[config.mk]
export PLATFORM = sky130hd
export DESIGN_NAME = pmt_timer
export DESIGN_NICKNAME = d
export VERILOG_FILES = /design/src/inc/pmt_pkg.sv /design/src/design/pmt_div.sv /design/src/design/pmt_timer.sv
export VERILOG_INCLUDE_DIRS = /design/src /design/src/inc
export SDC_FILE = /design/constraint.sdc
export NUM_CORES = 1
export LEC_CHECK = 0
export ABC_AREA = 1
export BUFFER_PORTS_ARGS = -buffer_cell sky130_fd_sc_hd__buf_2
export CORE_UTILIZATION = 60
export CTS_CLUSTER_SIZE = 16
export DETAILED_ROUTE_END_ITERATION = 7
export PLACE_DENSITY_LB_ADDON = 0.05
export SLEW_MARGIN = 15
export SYNTH_ARGS = -nofsm -noshare
export SYNTH_HDL_FRONTEND = slang
export SYNTH_HIERARCHICAL = 1
export SYNTH_SLANG_ARGS = --single-unit
[constraint.sdc]
create_clock -name ref_clk -period 2.6 [get_ports ref_clk]
set_input_delay 0.26 -clock ref_clk [delete_from_list [all_inputs] [get_ports ref_clk]]
set_output_delay 0.26 -clock ref_clk [all_outputs]
set_load 0.01 [all_outputs]
[src/inc/pmt_defines.svh]
// Functional notes
// - count clock is instruction clock through prescaler
// - input divider select: 1, 4 or 16
// - count and period are eight bits
// - count rises from zero, compared with period
// - on match count reloads zero next increment
// - matches feed postscaler which sets match flag
// - count and period fully readable and writable
// - reset clears count, period goes all ones
// - run enable bit starts and stops counting
// - dividers cleared by count/control write, reset
// - control write leaves count unchanged
// - control bit seven reads zero, resets zero
// - flag and enable at bit one, reset zero
`ifndef PMT_DEFINES_SVH
`define PMT_DEFINES_SVH

// =====================================================
// register offsets
`define PMT_ADDR_CTRL      4'h0
`define PMT_ADDR_COUNT     4'h1
`define PMT_ADDR_PERIOD    4'h2
`define PMT_ADDR_FLAG      4'h3
`define PMT_ADDR_ENABLE    4'h4

// =====================================================
// field positions and reset values
`define PMT_CTRL_MASK      8'h7f
`define PMT_RUN_BIT        2
`define PMT_PRE_LO         0
`define PMT_PRE_HI         1
`define PMT_POST_LO        3
`define PMT_POST_HI        6
`define PMT_IRQ_BIT        1
`define PMT_IRQ_MASK       8'h02
`define PMT_CTRL_RST       8'h00
`define PMT_COUNT_RST      8'h00
`define PMT_PERIOD_RST     8'hff
`define PMT_FLAG_RST       8'h00
`define PMT_ENABLE_RST     8'h00

// =====================================================
// timing: oscillator cycles per instruction cycle
`define PMT_OSC_PER_INSTR  4
`define PMT_PRE_DIV4       4'h3
`define PMT_PRE_DIV16      4'hf

`endif

[src/inc/pmt_pkg.sv]
package pmt_pkg;
  typedef logic [7:0] pmt_byte_t;
  typedef enum logic [1:0] {
    PMT_PRE_1,
    PMT_PRE_4,
    PMT_PRE_16
  } pmt_pre_e;
endpackage : pmt_pkg

[src/design/pmt_div.sv]
`timescale 1ns/100ps
// =====================================================
// divide counter: pulses done_q every (limit + 1) ticks
module pmt_div #(
  parameter int WIDTH = 4
) (
  // clock and reset
  input  wire logic             ref_clk,
  input  wire logic             reset,
  // control
  input  wire logic             clear,
  input  wire logic             tick,
  input  wire logic [WIDTH-1:0] limit,
  // result
  output logic                  done_q
);
  logic [WIDTH-1:0] cnt_q;
  logic [WIDTH-1:0] cnt_d;
  logic             done_d;

  initial begin
    if (WIDTH < 1) $error("pmt_div width must be at least one");
  end

  // count ticks, wrap at limit; clear wins over tick
  always_comb begin
    cnt_d  = cnt_q;
    done_d = 1'b0;
    if (clear) begin
      cnt_d = '0;
    end else if (tick) begin
      if (cnt_q >= limit) begin
        cnt_d  = '0;
        done_d = 1'b1;
      end else begin
        cnt_d = cnt_q + 1'b1;
      end
    end
  end

  always_ff @(posedge ref_clk) begin
    if (reset) begin
      cnt_q  <= '0;
      done_q <= 1'b0;
    end else begin
      cnt_q  <= cnt_d;
      done_q <= done_d;
    end
  end
endmodule : pmt_div

[src/design/pmt_timer.sv]
`timescale 1ns/100ps
`include "pmt_defines.svh"
// =====================================================
// eight-bit period match timer with postscaled interrupt
module pmt_timer #(
  parameter int OSC_PER_INSTR = `PMT_OSC_PER_INSTR
) (
  // clock and reset
  input  wire logic       ref_clk,
  input  wire logic       reset,
  // register port
  input  wire logic [3:0] reg_addr,
  input  wire logic [7:0] reg_wdata,
  input  wire logic       reg_wr,
  input  wire logic       reg_rd,
  output logic      [7:0] reg_rdata_q,
  // interrupt and match
  output logic            irq_q,
  output logic            match_q
);
  logic [7:0] ctrl_q, ctrl_d, count_q, count_d, period_q, period_d;
  logic [7:0] flag_q, flag_d, enable_q, enable_d, rdata_d;
  logic [1:0] instr_q, instr_d;
  logic       instr_tick, run, div_clear, pre_done, post_done, inc_tick, is_match;
  logic       irq_d, match_d;
  logic [3:0] pre_limit;
  pmt_pkg::pmt_pre_e pre_sel;

  initial begin
    if (OSC_PER_INSTR < 1 || OSC_PER_INSTR > 4) $error("OSC_PER_INSTR out of range");
  end

  // =====================================================
  // instruction clock enable: one pulse per OSC_PER_INSTR ref clocks
  always_comb begin
    instr_d    = instr_q + 2'h1;
    instr_tick = (instr_q == 2'(OSC_PER_INSTR - 1));
    if (instr_tick) instr_d = 2'h0;
  end

  always_ff @(posedge ref_clk) begin
    if (reset) instr_q <= 2'h0;
    else instr_q <= instr_d;
  end

  // =====================================================
  // prescale select decode; 1x means sixteen
  always_comb begin
    run = ctrl_q[`PMT_RUN_BIT];
    if (ctrl_q[`PMT_PRE_HI]) pre_sel = pmt_pkg::PMT_PRE_16;
    else if (ctrl_q[`PMT_PRE_LO]) pre_sel = pmt_pkg::PMT_PRE_4;
    else pre_sel = pmt_pkg::PMT_PRE_1;
    unique case (pre_sel)
      pmt_pkg::PMT_PRE_1:  pre_limit = 4'h0;
      pmt_pkg::PMT_PRE_4:  pre_limit = `PMT_PRE_DIV4;
      pmt_pkg::PMT_PRE_16: pre_limit = `PMT_PRE_DIV16;
      default:             pre_limit = 4'h0;
    endcase
    // any write to count or control restarts both dividers
    div_clear = reg_wr && (reg_addr == `PMT_ADDR_COUNT || reg_addr == `PMT_ADDR_CTRL);
    is_match  = (count_q == period_q);
  end

  // prescaler: frozen while stopped
  pmt_div #(.WIDTH(4)) u_pre (
    .ref_clk (ref_clk),
    .reset   (reset),
    .clear   (div_clear),
    .tick    (instr_tick && run),
    .limit   (pre_limit),
    .done_q  (pre_done)
  );

  // postscaler: advanced once per match increment
  pmt_div #(.WIDTH(4)) u_post (
    .ref_clk (ref_clk),
    .reset   (reset),
    .clear   (div_clear),
    .tick    (inc_tick && is_match && !div_clear),
    .limit   (ctrl_q[`PMT_POST_HI:`PMT_POST_LO]),
    .done_q  (post_done)
  );

  // =====================================================
  // registers, counter and flags
  always_comb begin
    // pre_done is one cycle late; gate on run so a stop takes effect at once
    inc_tick = pre_done && run && !div_clear;
    ctrl_d   = ctrl_q;
    count_d  = count_q;
    period_d = period_q;
    flag_d   = flag_q;
    enable_d = enable_q;
    match_d  = 1'b0;
    if (inc_tick) begin
      match_d = is_match;
      count_d = is_match ? 8'h00 : count_q + 8'h01;
    end
    if (reg_wr) begin
      unique case (reg_addr)
        `PMT_ADDR_CTRL:   ctrl_d   = reg_wdata & `PMT_CTRL_MASK;
        `PMT_ADDR_COUNT:  count_d  = reg_wdata;
        `PMT_ADDR_PERIOD: period_d = reg_wdata;
        `PMT_ADDR_FLAG:   flag_d   = reg_wdata & `PMT_IRQ_MASK;
        `PMT_ADDR_ENABLE: enable_d = reg_wdata & `PMT_IRQ_MASK;
        default:          ;
      endcase
    end
    // reading the flag register clears it
    if (reg_rd && reg_addr == `PMT_ADDR_FLAG) flag_d = 8'h00;
    // hardware set wins over any clear in the same cycle
    if (post_done) flag_d[`PMT_IRQ_BIT] = 1'b1;
    irq_d = |(flag_d & enable_d);
    unique case (reg_addr)
      `PMT_ADDR_CTRL:   rdata_d = ctrl_q & `PMT_CTRL_MASK;
      `PMT_ADDR_COUNT:  rdata_d = count_q;
      `PMT_ADDR_PERIOD: rdata_d = period_q;
      `PMT_ADDR_FLAG:   rdata_d = flag_q;
      `PMT_ADDR_ENABLE: rdata_d = enable_q;
      default:          rdata_d = 8'h00; // unmapped reads zero
    endcase
    if (!reg_rd) rdata_d = 8'h00;
  end

  always_ff @(posedge ref_clk) begin
    if (reset) begin
      ctrl_q      <= `PMT_CTRL_RST;
      count_q     <= `PMT_COUNT_RST;
      period_q    <= `PMT_PERIOD_RST;
      flag_q      <= `PMT_FLAG_RST;
      enable_q    <= `PMT_ENABLE_RST;
      reg_rdata_q <= 8'h00;
      irq_q       <= 1'b0;
      match_q     <= 1'b0;
    end else begin
      ctrl_q      <= ctrl_d;
      count_q     <= count_d;
      period_q    <= period_d;
      flag_q      <= flag_d;
      enable_q    <= enable_d;
      reg_rdata_q <= rdata_d;
      irq_q       <= irq_d;
      match_q     <= match_d;
    end
  end
endmodule : pmt_timer

==> impl_metrics.toml <==
[routing]
drt_iter0_drc = 155
post_drt_wl_per_cell_um = 13.59
postRouteAntennaNets = 0
drt_wl_total_um = 6824
firstDrtPassIters = 5
vias = 2732
drc = 0
via_per_inst = 5.442

[grt]
grt_overflow = 0
grt_pass1_vias = 2445
grt-busiest-layer = "met2"
use_met1_pct = 37.55
grt_max_degree = 24
grtUsageMet3_pct = 4.834
use_met2_pct = 45.37
grt_pass1_wl_um = 11140
grt_antenna_before_repair = 0
grt_usage_pct = 28.16

[sta]
finalMaxSlewViolations = 0
period_minus_slack_ns = 1.748
fin_crit_sh_pct = 67.22
finClkSkew_ns = 0.008746
tns_ns = 0
tightest_slew_ns = 0.4472
fmax_mhz = 572.2
setup_viol = 0
hold_viol_final = 0
max_slew_margin_pct = 70.18
rsz0062_at_grt = "false"

[clock_tree]
clk_path_buf_depth = 2
htree_levels = 3
cts_sinks = 61
insertion_delay_ns = 0.33
cts_tree = "yes"
numCtsBuffers = 9
path_clk_slew_ns = 0.07
ctsResizeCount = 0
postCtsSetupBuffers = 0
cts_hold_buffers = 0
root_buffer = "clkbuf_8"

[layout]
mostFrequentLayoutCells = "nand2_1 (66), dfxtp_1 (61), inv_1 (51)"
fill_cells = 422
antenna_cells = 0
drive_gt1_share_pct = 14.94
nets = 458
area_growth_pct = 11.88
layout_commonest_cell = "nand2_1"

[synthesis]
synthCells = 404
synth_largest_area_cell = "dfxtp_1"
synth_area_um2 = 3023
synthArstFlopShare_pct = 0
avgSynthCellArea_um2 = 7.482
synth-main-ff-cell = "dfxtp_1"
ys_types = 34
syn-num-nets = 432
synth_edf_count = 0
ys_ff_latch = 61
yosysWarnings = 6
synth.top_cell.area_share_pct = 40.40
ys_seq_area_share_pct = 40.40
synth_area_leaders = "dfxtp_1 (40%), nand2_1 (8.2%), nand3_1 (6.6%)"

[die]
die_area_um2 = 5326
io_pins = 26
die_w_um = 72.98
rows = 25
coreArea_um2 = 4786
start_util_pct = 63.16
dieHeight_um = 72.98

[worst_hold_path]
hp-start = "reg_wdata[7]"
holdPathEnd = "period_q[7]"
worstHoldPathType = "input port to flip-flop"
worstHoldPathCells = 3

[setup_path]
ff2ff_path_depth = 9
slowest_stage = "dfxtp_1"
worstPathArrival_ns = 1.97
cpLargestDelayFamily = "simple AND/OR/NAND/NOR gates"
cp-end-kind = "flip-flop"
r2r_slack_ns = 0.85
path_max_fanout = 6
reg2reg_to = "u_post/cnt_q[3]"
critical_path_class = "flip-flop to flip-flop"
crit_required_ns = 2.82
crit_chain = "inv_1, nand2_1, nand4_1, nor2_1, nand3_2, inv_1, nand4_1, xor2_1, nor2_1"
r2r_start = "count_q[5]"
worstSetupStartpointType = "flip-flop"
cpPeakStageDelay_ns = 0.41
crit_buf_inv = 2

[power_and_ir_drop]
internal_power_mw = 1.524
power_density_nw_per_um2 = 582.7
total_power_mw = 1.971
p_seq_share_pct = 48.6
swShare_pct = 22.66
irDropWorstVdd_uv = 383.2
p_sw_uw = 446.5
cellLeakagePower_nw = 1.489
pwr-share-clk_pct = 45.0
pwr-share-comb_pct = 6.4

[placement]
portBuffers = 25
detailed_place_hpwl_um = 4976
gp_congestion = 0.8829

[job]
drv_cap = 0

[outcome]
status = "finished clean"
-- metrics by stage --
step	std cells	hold WS (ns)	utilization, %	worst slack (ns)	instance area [um^2]
4_1_cts	502	0.1584	70.67	0.8676	3382
3_3_place_gp	486	0.4193	66.35	0.7352	3176
6_report	502	0.1652	70.67	0.8522	3382
2_1_floorplan	404	0.3689	-	1.152	3023
3_5_place_dp	486	0.4294	66.35	0.6549	3176
5_1_grt	502	0.1727	70.67	0.7142	3382
-- tightest hold or removal path, stage by stage --
cell and delay (ns):
buf_2 0.09, nand2_1 0.05, o211ai_1 0.06
-- metal layers --
metal	routed length (um)	part of all wire, %	vias to the layer above
met5	0	0	-
met4	78	1.1	0
met3	415	6.1	12
met2	3185	47	90
met1	3144	46	1236
li1	-	-	1394
-- worst max-delay path by stage --
stage | startpoint | endpoint | slack (ns) | cells after the start
2_1_floorplan | reg_addr[3] | u_post/cnt_q[3] | 1.15 | 10
3_3_place_gp | reg_addr[3] | u_post/cnt_q[3] | 0.74 | 10
3_5_place_dp | reg_addr[3] | u_post/cnt_q[3] | 0.65 | 10
4_1_cts | count_q[5] | u_post/cnt_q[3] | 0.87 | 9
5_1_grt | count_q[6] | u_post/cnt_q[3] | 0.71 | 9
6_report | count_q[5] | u_post/cnt_q[3] | 0.85 | 9
-- final cells by class --
class,instances,area (um^2),share of cell area [%]
flip-flops and latches,61,1221,36.11
inverters,58,217.7,6.437
clock buffers,11,131.4,3.885
multi-input cells,273,1513,44.73
well taps,67,83.83,2.479
repair buffers,27,140.1,4.144
clock inverters,5,75.07,2.220
-- cells in the mapped netlist, drive strengths merged, types with 3 or more instances --
cell type  number
a211oi          6
a21oi          23
buf             7
clkbuf          5
dfxtp          61
ha             12
inv            56
nand2          70
nand3          46
nand4          11
nor2           54
nor3            3
o211ai          8
o21ai          18
o22ai           8
xor2            6
-- registers in the layout (all words and copies together), names as in the netlist --
signal,flops
count_q,8
ctrl_q,7
enable_q,8
flag_q,8
instr_q,2
irq_q,1
match_q,1
period_q,8
reg_rdata_q,8
u_post/cnt_q,4
u_post/done_q,1
u_pre/cnt_q,4
u_pre/done_q,1
-- power by group through the flow --
stage / Clock (mW) / Combinational (mW) / Sequential (mW)
2_1_floorplan: 0 / 0.0820 / 0.977
3_3_place_gp: 0 / 0.123 / 0.978
3_5_place_dp: 0 / 0.124 / 0.979
4_1_cts: 0.898 / 0.125 / 0.958
5_1_grt: 0.943 / 0.142 / 0.959
6_report: 0.886 / 0.126 / 0.958
-- cells by family (layout without fill, tap and decap cells) --
| logic type | after synthesis | in the layout | share of synthesized area (%) |
|---|---|---|---|
| buffers and inverters | 70 | 101 | 9.561 |
| AO/OA/AOI/OAI | 65 | 65 | 12.71 |
| multiplexers | 2 | 2 | 0.6623 |
| AND/OR/NAND/NOR | 186 | 186 | 29.39 |
| XOR/XNOR | 8 | 8 | 2.318 |
| adder cells (fa/ha/maj) | 12 | 12 | 4.967 |
| flip-flops | 61 | 61 | 40.40 |
Note: power is estimated with default switching activity, not from simulation.
